<file path="src/hw/irq_pkg.sv">
package irq_pkg;

  // Register offsets on the register port
  localparam logic [11:0] MAC_IRQ_ENABLE_OFS = 12'h0100;
  localparam logic [11:0] PHY_IRQ_ENABLE_OFS = 12'h0101;
  localparam logic [11:0] MAC_IRQ_FLAGS_OFS = 12'h0336;
  localparam logic [11:0] PHY_IRQ_FLAGS_OFS = 12'h0337;

  // Widths
  localparam int ADDR_W = 12;
  localparam int DATA_W = 8;

  // Values after reset
  localparam logic [7:0] ENABLE_RST = 8'h00;
  localparam logic [7:0] FLAGS_RST = 8'h00;
  localparam logic [7:0] RDATA_RST = 8'h00;

  // Bit positions of the MAC-level sources
  localparam int MAC_WAKEUP_COUNT_BIT = 7;
  localparam int MAC_SMART_WAKE_BIT = 6;
  localparam int MAC_CIPHER_DONE_BIT = 5;
  localparam int MAC_TX_DONE_BIT = 4;
  localparam int MAC_ADDR_MATCH_BIT = 3;
  localparam int MAC_CRC_OK_BIT = 2;
  localparam int MAC_SYNC_BIT = 1;
  localparam int MAC_PREAMBLE_BIT = 0;

  // Bit positions of the PHY-level sources
  localparam int PHY_BATTERY_BIT = 7;
  localparam int PHY_CMD_READY_BIT = 6;
  localparam int PHY_WAKE_TIMER_BIT = 4;
  localparam int PHY_PORT_READY_BIT = 1;
  localparam int PHY_CMD_DONE_BIT = 0;

  // Implemented bits of each bank; reserved PHY bits 5, 3, 2 read zero
  localparam logic [7:0] MAC_VALID_BITS = 8'hFF;
  localparam logic [7:0] PHY_VALID_BITS = 8'hD3;

endpackage

</file>
<file path="src/hw/irq_bank_if.sv">
`timescale 1ns/1ps
interface irq_bank_if;
  // Write strobe and data from the register port
  logic wr;
  logic [7:0] wdata;
  // Event pulses, one per bit
  logic [7:0] ev;
  // Stored register contents
  logic [7:0] q;

  modport ctrl (output wr, output wdata, output ev, input q);
  modport flag (input wr, input wdata, input ev, output q);
  modport mask (input wr, input wdata, output q);
endinterface

</file>
<file path="src/hw/radio_irq_mask_source_unit.sv">
`timescale 1ns/1ps
module radio_irq_mask_source_unit (
  // Clock and reset
  input wire logic sys_clk,
  input wire logic arst_n,
  // Register port
  input wire logic [irq_pkg::ADDR_W-1:0] reg_addr,
  input wire logic reg_wr_en,
  input wire logic reg_rd_en,
  input wire logic [irq_pkg::DATA_W-1:0] reg_wdata,
  output logic [irq_pkg::DATA_W-1:0] reg_rdata,
  output logic reg_rd_valid,
  // MAC-level event pulses
  input wire logic wakeup_count_hit,
  input wire logic smart_wake_level_hit,
  input wire logic cipher_done,
  input wire logic cipher_loaded,
  input wire logic tx_packet_done,
  input wire logic rx_addr_match,
  input wire logic rx_crc_ok,
  input wire logic rx_sync_found,
  input wire logic rx_preamble_found,
  // PHY-level event pulses
  input wire logic battery_low,
  input wire logic cmd_ready,
  input wire logic wake_timer_expired,
  input wire logic port_ready,
  input wire logic cmd_done,
  // Interrupt outputs
  output logic irq_out_pin,
  output logic status_irq
);
  import irq_pkg::*;

  irq_bank_if mac_en_if ();
  irq_bank_if phy_en_if ();
  irq_bank_if mac_fl_if ();
  irq_bank_if phy_fl_if ();

  logic hit_mac_en;
  logic hit_phy_en;
  logic hit_mac_fl;
  logic hit_phy_fl;
  logic [7:0] mac_ev;
  logic [7:0] phy_ev;
  logic [7:0] rdata_nxt;
  logic irq_nxt;
  logic irq_r;

  // Address decode
  always_comb begin
    hit_mac_en = (reg_addr == MAC_IRQ_ENABLE_OFS);
    hit_phy_en = (reg_addr == PHY_IRQ_ENABLE_OFS);
    hit_mac_fl = (reg_addr == MAC_IRQ_FLAGS_OFS);
    hit_phy_fl = (reg_addr == PHY_IRQ_FLAGS_OFS);
  end

  // MAC event map; cipher done counts only with its firmware loaded
  always_comb begin
    mac_ev = 8'h00;
    mac_ev[MAC_WAKEUP_COUNT_BIT] = wakeup_count_hit;
    mac_ev[MAC_SMART_WAKE_BIT] = smart_wake_level_hit;
    mac_ev[MAC_CIPHER_DONE_BIT] = cipher_done & cipher_loaded;
    mac_ev[MAC_TX_DONE_BIT] = tx_packet_done;
    mac_ev[MAC_ADDR_MATCH_BIT] = rx_addr_match;
    mac_ev[MAC_CRC_OK_BIT] = rx_crc_ok;
    mac_ev[MAC_SYNC_BIT] = rx_sync_found;
    mac_ev[MAC_PREAMBLE_BIT] = rx_preamble_found;
  end

  // PHY event map; reserved positions stay zero
  always_comb begin
    phy_ev = 8'h00;
    phy_ev[PHY_BATTERY_BIT] = battery_low;
    phy_ev[PHY_CMD_READY_BIT] = cmd_ready;
    phy_ev[PHY_WAKE_TIMER_BIT] = wake_timer_expired;
    phy_ev[PHY_PORT_READY_BIT] = port_ready;
    phy_ev[PHY_CMD_DONE_BIT] = cmd_done;
  end

  // Enable register strobes
  assign mac_en_if.wr = reg_wr_en & hit_mac_en;
  assign mac_en_if.wdata = reg_wdata;
  assign mac_en_if.ev = 8'h00;
  assign phy_en_if.wr = reg_wr_en & hit_phy_en;
  assign phy_en_if.wdata = reg_wdata;
  assign phy_en_if.ev = 8'h00;

  // Flag register strobes; same bit layout as enables
  assign mac_fl_if.wr = reg_wr_en & hit_mac_fl;
  assign mac_fl_if.wdata = reg_wdata;
  assign mac_fl_if.ev = mac_ev;
  assign phy_fl_if.wr = reg_wr_en & hit_phy_fl;
  assign phy_fl_if.wdata = reg_wdata;
  assign phy_fl_if.ev = phy_ev;

  irq_enable_reg #(.VALID_BITS(MAC_VALID_BITS)) u_mac_en (
    .sys_clk(sys_clk),
    .arst_n(arst_n),
    .bus(mac_en_if.mask)
  );

  irq_enable_reg #(.VALID_BITS(PHY_VALID_BITS)) u_phy_en (
    .sys_clk(sys_clk),
    .arst_n(arst_n),
    .bus(phy_en_if.mask)
  );

  // Sticky flags hold each pulse until written with 1
  irq_flag_bank #(.VALID_BITS(MAC_VALID_BITS)) u_mac_fl (
    .sys_clk(sys_clk),
    .arst_n(arst_n),
    .bus(mac_fl_if.flag)
  );

  irq_flag_bank #(.VALID_BITS(PHY_VALID_BITS)) u_phy_fl (
    .sys_clk(sys_clk),
    .arst_n(arst_n),
    .bus(phy_fl_if.flag)
  );

  // Read mux; unmapped offsets read zero
  always_comb begin
    unique case (1'b1)
      hit_mac_en: rdata_nxt = mac_en_if.q;
      hit_phy_en: rdata_nxt = phy_en_if.q;
      hit_mac_fl: rdata_nxt = mac_fl_if.q;
      hit_phy_fl: rdata_nxt = phy_fl_if.q;
      default: rdata_nxt = RDATA_RST;
    endcase
  end

  // Registered read data, one cycle after the read strobe
  always_ff @(posedge sys_clk or negedge arst_n) begin
    if (!arst_n) begin
      reg_rdata <= RDATA_RST;
      reg_rd_valid <= 1'b0;
    end else begin
      reg_rd_valid <= reg_rd_en;
      if (reg_rd_en) begin
        reg_rdata <= rdata_nxt;
      end
    end
  end

  // Masked OR of both banks; only an observer, never feeds back
  always_comb begin
    irq_nxt = |(mac_fl_if.q & mac_en_if.q)
      | |(phy_fl_if.q & phy_en_if.q);
  end

  // Pin stays high while any enabled flag is left pending
  always_ff @(posedge sys_clk or negedge arst_n) begin
    if (!arst_n) begin
      irq_r <= 1'b0;
    end else begin
      irq_r <= irq_nxt;
    end
  end

  // Pin and status bit are the same level for pin or polling hosts
  assign irq_out_pin = irq_r;
  assign status_irq = irq_r;
endmodule

</file>
<file path="src/hw/irq_enable_reg.sv">
`timescale 1ns/1ps
module irq_enable_reg #(
  parameter logic [7:0] VALID_BITS = 8'hFF
) (
  // Clock and reset
  input wire logic sys_clk,
  input wire logic arst_n,
  // Register access
  irq_bank_if.mask bus
);
  import irq_pkg::*;

  logic [7:0] enable_r;

  // Plain read/write enable bits, reserved bits held at zero
  always_ff @(posedge sys_clk or negedge arst_n) begin
    if (!arst_n) begin
      enable_r <= ENABLE_RST;
    end else if (bus.wr) begin
      enable_r <= bus.wdata & VALID_BITS;
    end
  end

  assign bus.q = enable_r;
endmodule

</file>
<file path="src/hw/irq_flag_bank.sv">
`timescale 1ns/1ps
module irq_flag_bank #(
  parameter logic [7:0] VALID_BITS = 8'hFF
) (
  // Clock and reset
  input wire logic sys_clk,
  input wire logic arst_n,
  // Register access and events
  irq_bank_if.flag bus
);
  import irq_pkg::*;

  logic [7:0] flags_r;
  logic [7:0] flags_nxt;
  logic [7:0] clr_bits;

  // Write 1 clears; a new event in the same cycle keeps the bit set
  always_comb begin
    clr_bits = bus.wr ? bus.wdata : 8'h00;
    flags_nxt = ((flags_r & ~clr_bits) | bus.ev) & VALID_BITS;
  end

  // Sticky flags
  always_ff @(posedge sys_clk or negedge arst_n) begin
    if (!arst_n) begin
      flags_r <= FLAGS_RST;
    end else begin
      flags_r <= flags_nxt;
    end
  end

  assign bus.q = flags_r;
endmodule

</file>
<file path="config.mk">
export PLATFORM = sky130hd
export DESIGN_NAME = radio_irq_mask_source_unit
export DESIGN_NICKNAME = d
export VERILOG_FILES = /design/src/hw/irq_pkg.sv /design/src/hw/irq_bank_if.sv /design/src/hw/radio_irq_mask_source_unit.sv /design/src/hw/irq_enable_reg.sv /design/src/hw/irq_flag_bank.sv
export SDC_FILE = /design/constraint.sdc
export NUM_CORES = 1
export LEC_CHECK = 0
export ABC_AREA = 1
export BUFFER_PORTS_ARGS = -buffer_cell sky130_fd_sc_hd__buf_2
export CAP_MARGIN = 20
export CORE_AREA = 2 2 64 66
export CTS_CLUSTER_DIAMETER = 60
export CTS_CLUSTER_SIZE = 8
export DETAILED_ROUTE_END_ITERATION = 7
export DIE_AREA = 0 0 66 68
export MAX_ROUTING_LAYER = met4
export PLACE_DENSITY = 0.75
export REMOVE_ABC_BUFFERS = 1
export SYNTH_ARGS = -nofsm -noshare
export SYNTH_HDL_FRONTEND = slang
export SYNTH_SLANG_ARGS = --single-unit
</file>
<file path="constraint.sdc">
create_clock -name sys_clk -period 2.2 [get_ports sys_clk]
set_input_delay 0.11 -clock sys_clk [delete_from_list [all_inputs] [get_ports sys_clk]]
set_output_delay 0.11 -clock sys_clk [all_outputs]
set_load 0.05 [all_outputs]
</file>
==> flow_metrics.env, run 1 <==
export IMPL_relSlewSlack=0.4802
export IMPL_timing_rr_start="u_phy_en.bus.q[6]"
export IMPL_drtIter0Drc=70
export IMPL_ys_warn_count=0
export IMPL_skew_ps=3.830
export IMPL_yosysTopAreaCellShare=0.4868
export IMPL_dp_hpwl_mm=2.984
export IMPL_cap_violations=0
export IMPL_whs_path_depth=3
export IMPL_final_setup_tns_ps=0
export IMPL_htreeDepth=2
export IMPL_ant_nets=0
export IMPL_n_antenna_cell=0
export IMPL_area_delta_synth_final_pct=25.08
export IMPL_p_per_area_mw_per_mm2=541.5
export IMPL_cts_setup_buffers=0
export IMPL_grt_pass1_wl_mm=6.637
export IMPL_path_clk_slew_ps=70
export IMPL_tritoncts="built"
export IMPL_vias_per_cell=4.767
export IMPL_wirelength_mm=3.914
export IMPL_synth_edf_count=0
export IMPL_synthArstFlopShare=1.000
export IMPL_core_rowCount=23
export IMPL_rsz0062_at_grt="no"
export IMPL_grt_antenna_before_repair=0
export IMPL_synth_most_common_cell="nand2_1"
export IMPL_r2r_end="irq_out_pin"
export IMPL_crit_path_max_fanout=12
export IMPL_initial_utilization=0.4799
export IMPL_ctsResizeCount=0
export IMPL_endpoint_kind="flop"
export IMPL_status="finished, final reports clean"
export IMPL_fp_coreArea_mm2=0.003856
export IMPL_period_minus_slack_ps=1169
export IMPL_yosysUniqueCellTypes=21
export IMPL_arrival_ps=1360
export IMPL_hold_path_class="input pin to flop"
export IMPL_start_kind="input pin"
export IMPL_grt_busiest_layer="met2"
export IMPL_overflow=0
export IMPL_rr_worst_depth=4
export IMPL_leakagePower_nw=1.235
export IMPL_fmax_mhz=855.6
export IMPL_nets=330
export IMPL_drcViolationCount=0
export IMPL_yosysTopAreaCell="dfrtp_1"
export IMPL_clock_root_buffer="clkbuf_8"
export IMPL_grt_use_met3=0.04441
export IMPL_finalHoldViolations=0
export IMPL_wl_per_cell_um=11.41
export IMPL_num_io_pins=49
export IMPL_yosys_top_cells_area="dfrtp_1 (49%), nand2_1 (17%), nand3_1 (6.5%)"
export IMPL_rrSetupSlack_ps=1090
export IMPL_netlist_instances=231
export IMPL_synth_area_mm2=0.001851
export IMPL_grt_max_degree=37
export IMPL_finalSetupViolCount=0
export IMPL_min_to="u_phy_fl.bus.q[1]"
export IMPL_cts_buffers=5
export IMPL_cts_hold_buf=11
export IMPL_tightest_slew_ps=779.7
export IMPL_grt_pass1_vias=1481
export IMPL_met2_usage=0.3258
export IMPL_insertion_delay_ps=290
export IMPL_port_buffers=48
export IMPL_clkSinkCount=36
export IMPL_dieWidth_um=66
export IMPL_hold_path_startpoint="port_ready"
export IMPL_maxSlewViolCount=0
export IMPL_syn_avg_cell_area_um2=8.011
export IMPL_drtPass1Iterations=4
export IMPL_ys_ff_latch=36
export IMPL_critical_path_class="input pin to flop"
export IMPL_num_vias=1635
export IMPL_drive_gt1_frac=0.2218
export IMPL_clk_path_buf_depth=2
export IMPL_utilization=0.6003
export IMPL_die_h_um=68
export IMPL_seq_area_frac_synth=0.4868
export IMPL_peakVddDrop_mv=0.3292
export IMPL_track_usage=0.2057
export IMPL_fin_crit_sh=0.5313
export IMPL_die_area_mm2=0.004488
export IMPL_critPathRequiredTime_ps=2390
export IMPL_met1_usage=0.2558
export IMPL_synth_ff_type="dfrtp_1"
export IMPL_netlist_top_cells_count="nand2_1 (82), dfrtp_1 (36), inv_1 (27)"
export IMPL_place_gp_congestion=0.8961
-- worst max-delay path: stages --
cell and delay (ps):
buf_2 90, inv_1 40, nand2_1 110, nor2_2 400, nand2_1 160, nor2_4 230, nand2_1 100, o21a_1 110
-- layout make-up --
cell class              count  area, um2
flip-flops and latches     36      900.9
inverters                  27      101.3
repair buffers             60      357.8
clock buffers               7      76.32
well taps                  50      62.56
multi-input cells         162      807.0
clock inverters             1      8.758
fillers                   372       1541
-- layer usage --
metal | up-vias | share of wire | routed length [um]
met4 | 0 | 0.021 | 81
li1 | 861 | - | -
met3 | 7 | 0.048 | 188
met2 | 44 | 0.47 | 1847
met5 | - | 0 | 0
met1 | 723 | 0.46 | 1796
-- stage by stage --
step | std cells | power [mW] | setup WS, ps | instance area (um2) | hold WS [ps]
after global routing | 343 | 1.312 | 849.6 | 2315 | 4.026
after floorplan | 225 | 0.7303 | 963.6 | 1809 | -185.6
after CTS | 343 | 1.267 | 1036 | 2315 | 3.438
final | 343 | 1.253 | 1031 | 2315 | 6.105
after global placement | 324 | 0.7926 | 797.4 | 2120 | 223.6
after detailed placement | 324 | 0.7938 | 721.1 | 2120 | 238.5
-- layout by cell type (no fill, tap or decap), drive strengths merged --
master,count
dfrtp,36
nor3b,1
clkinv,1
nand3,24
a21o,2
buf,49
a221oi,3
nand2,84
nor2,15
o21a,11
dlygate4sd3,11
nand4,4
inv,27
o21ai,18
clkbuf,7
-- logic make-up after synthesis --
kind of cell,share of synthesized area
flip-flops,0.4868
AO/OA/AOI/OAI,0.1156
AND/OR/NAND/NOR,0.3205
buffers and inverters,0.07708
-- power by group --
part | leakage [nW] | switching, mW | total (mW) | internal (mW)
logic | 0.761 | 0.0754 | 0.126 | 0.0505
registers | 0.432 | 0.00243 | 0.669 | 0.666
clock network | 0.0424 | 0.233 | 0.459 | 0.226
-- state kept, by name, indices dropped and copies added, names as in the netlist --
name	cells
irq_out_pin	1
reg_rd_valid	1
reg_rdata	8
u_mac_en.bus.q	8
u_mac_fl.bus.q	8
u_phy_en.bus.q	5
u_phy_fl.bus.q	5
-- worst max path at each step --
stage / startpoint / endpoint / slack, ps / cells after the start
final: reg_addr[10] / u_phy_en.bus.q[4] / 1030 / 8
after global routing: reg_addr[10] / u_phy_en.bus.q[4] / 850 / 8
after CTS: reg_addr[10] / u_phy_en.bus.q[4] / 1040 / 8
after detailed placement: reg_addr[10] / u_phy_en.bus.q[4] / 720 / 8
after global placement: reg_addr[10] / u_phy_fl.bus.q[7] / 800 / 8
after floorplan: reg_addr[7] / u_mac_fl.bus.q[0] / 960 / 6
Note: power is estimated with default switching activity, not from simulation.
==> run 2: changes to the inputs <==
CORE_AREA = 2 2 66 68   (was 2 2 64 66)
DIE_AREA = 0 0 68 70   (was 0 0 66 68)
PLACE_DENSITY = 0.74   (was 0.75)
clock period = 1 ns   (was 2.2 ns; I/O delays follow)
==> flow_metrics.env, run 2 (same netlist as run 1, synthesis figures left out) <==
export IMPL_status="finished with violations"
export IMPL_violations="setup timing"
export IMPL_crit_path_max_fanout=3
export IMPL_track_usage=0.2193
export IMPL_path_clk_slew_ps=80
export IMPL_dieWidth_um=68
export IMPL_final_setup_tns_ps=-133.5
export IMPL_grt_max_degree=37
export IMPL_mostFrequentLayoutCell="nand2_1"
export IMPL_area_delta_synth_final_pct=47.60
export IMPL_n_antenna_cell=0
export IMPL_finalHoldViolations=0
export IMPL_maxSlewViolCount=0
export IMPL_grt_pass1_wl_mm=7.624
export IMPL_grt_pass1_vias=1747
export IMPL_skew_ps=5.629
export IMPL_critPathRequiredTime_ps=1150
export IMPL_tritoncts="built"
export IMPL_overflow=0
export IMPL_critical_path_class="flop to flop"
export IMPL_peakVddDrop_mv=1.195
export IMPL_wl_per_cell_um=12.53
export IMPL_relSlewSlack=0.7975
export IMPL_tightest_slew_ps=303.4
export IMPL_core_rowCount=24
export IMPL_period_minus_slack_ps=1134
export IMPL_hold_path_class="input pin to flop"
export IMPL_num_vias=1860
export IMPL_insertion_delay_ps=300
export IMPL_arrival_ps=1280
export IMPL_rsz0062_at_grt="yes"
export IMPL_p_per_area_mw_per_mm2=1133
export IMPL_die_area_mm2=0.004760
export IMPL_fmax_mhz=882.2
export IMPL_endpoint_kind="flop"
export IMPL_fill_cells=342
export IMPL_most_common_layout_cells="nand2_1 (79), buf_2 (46), dfrtp_1 (36)"
export IMPL_vias_per_cell=4.921
export IMPL_drtIter0Drc=122
export IMPL_clock_root_buffer="clkbuf_8"
export IMPL_fp_coreArea_mm2=0.004144
export IMPL_pre_cts_ws_ps=-221.0
export IMPL_die_h_um=70
export IMPL_fin_crit_sh=1.134
export IMPL_drive_gt1_frac=0.3282
export IMPL_htreeDepth=2
export IMPL_fin_ws_ps=-133.5
export IMPL_clkSinkCount=36
export IMPL_initial_utilization=0.4466
export IMPL_ant_nets=0
export IMPL_seqCellArea_um2=900.9
export IMPL_finalSetupViolCount=1
export IMPL_multi_input_area_um2=870.8
export IMPL_drcViolationCount=0
export IMPL_drtPass1Iterations=4
export IMPL_place_gp_congestion=0.8098
export IMPL_leakagePower_nw=1.424
export IMPL_cts_buffers=5
export IMPL_power_mw=3.096
export IMPL_num_io_pins=49
export IMPL_port_buffers=48
export IMPL_grt_antenna_before_repair=0
export IMPL_clk_path_buf_depth=2
export IMPL_wirelength_mm=4.738
export IMPL_nets=363
export IMPL_dp_hpwl_mm=3.187
export IMPL_start_kind="flop"
export IMPL_cap_violations=0
[run 2: stage by stage]
| stage | cells | util | hold slack (ps) | area (um2) |
|---|---|---|---|---|
| floorplan | 225 | - | -245.6 | 1809 |
| global placement | 343 | 0.5519 | 22.89 | 2287 |
| detailed placement | 343 | 0.5519 | 25.32 | 2287 |
| CTS | 369 | 0.6268 | 58.70 | 2597 |
| global route | 378 | 0.6591 | 97.97 | 2731 |
| finish | 378 | 0.6591 | 61.61 | 2731 |
[run 2: timing repair]
item                       in CTS  in global routing
hold buffers                   18                  0
setup endpoints to repair       1                 16
pin swaps                       3                 11
resized for setup               3                 21
hold endpoints to repair       52                  0
setup buffers                   0                  9
[run 2: power by group]
group          internal, mW  switching (mW)  total (mW)
Clock                 0.737           0.547        1.28
Combinational         0.155           0.187       0.342
Sequential             1.46         0.00510        1.47
Total                  2.36           0.739        3.10
[run 2: per-layer routing]
| metal | vias to the layer above | share of wire | global-route usage |
|---|---|---|---|
| met5 | - | 0 | - |
| met4 | 0 | 0.022 | 0.06889 |
| met3 | 14 | 0.068 | 0.05636 |
| met2 | 69 | 0.47 | 0.3420 |
| met1 | 846 | 0.44 | 0.2774 |
| li1 | 931 | - | - |
[run 2: worst paths after layout]
| kind | start | endpoint | slack [ps] | cells after the start |
|---|---|---|---|---|
| setup / recovery | u_phy_fl.bus.q[4] | irq_out_pin | -130 | 4 |
| setup reg to reg | u_phy_fl.bus.q[4] | irq_out_pin | -130 | 4 |
| hold / removal | reg_wdata[5] | u_mac_en.bus.q[5] | 60 | 4 |
| hold reg to reg | reg_rdata[2] | reg_rdata[2] | 480 | 2 |
| min in group asynchronous | arst_n | reg_rdata[2] | 240 | 3 |
| max in group asynchronous | arst_n | u_phy_en.bus.q[6] | 560 | 3 |
[run 2: critical path, cell delays in order, from the launching register on]
cell and delay, ps:
dfrtp_1 410, nand2_1 100, nand2_2 70, a221oi_2 250, nand4_1 170
[run 2: cell type report]
cell class / instances / area share
tap: 52 / 0.02382
inverter: 27 / 0.03710
clock buffer: 5 / 0.02519
multi-input combinational: 162 / 0.3188
clock inverter: 3 / 0.01557
sequential: 36 / 0.3298
timing repair buffer: 93 / 0.2497
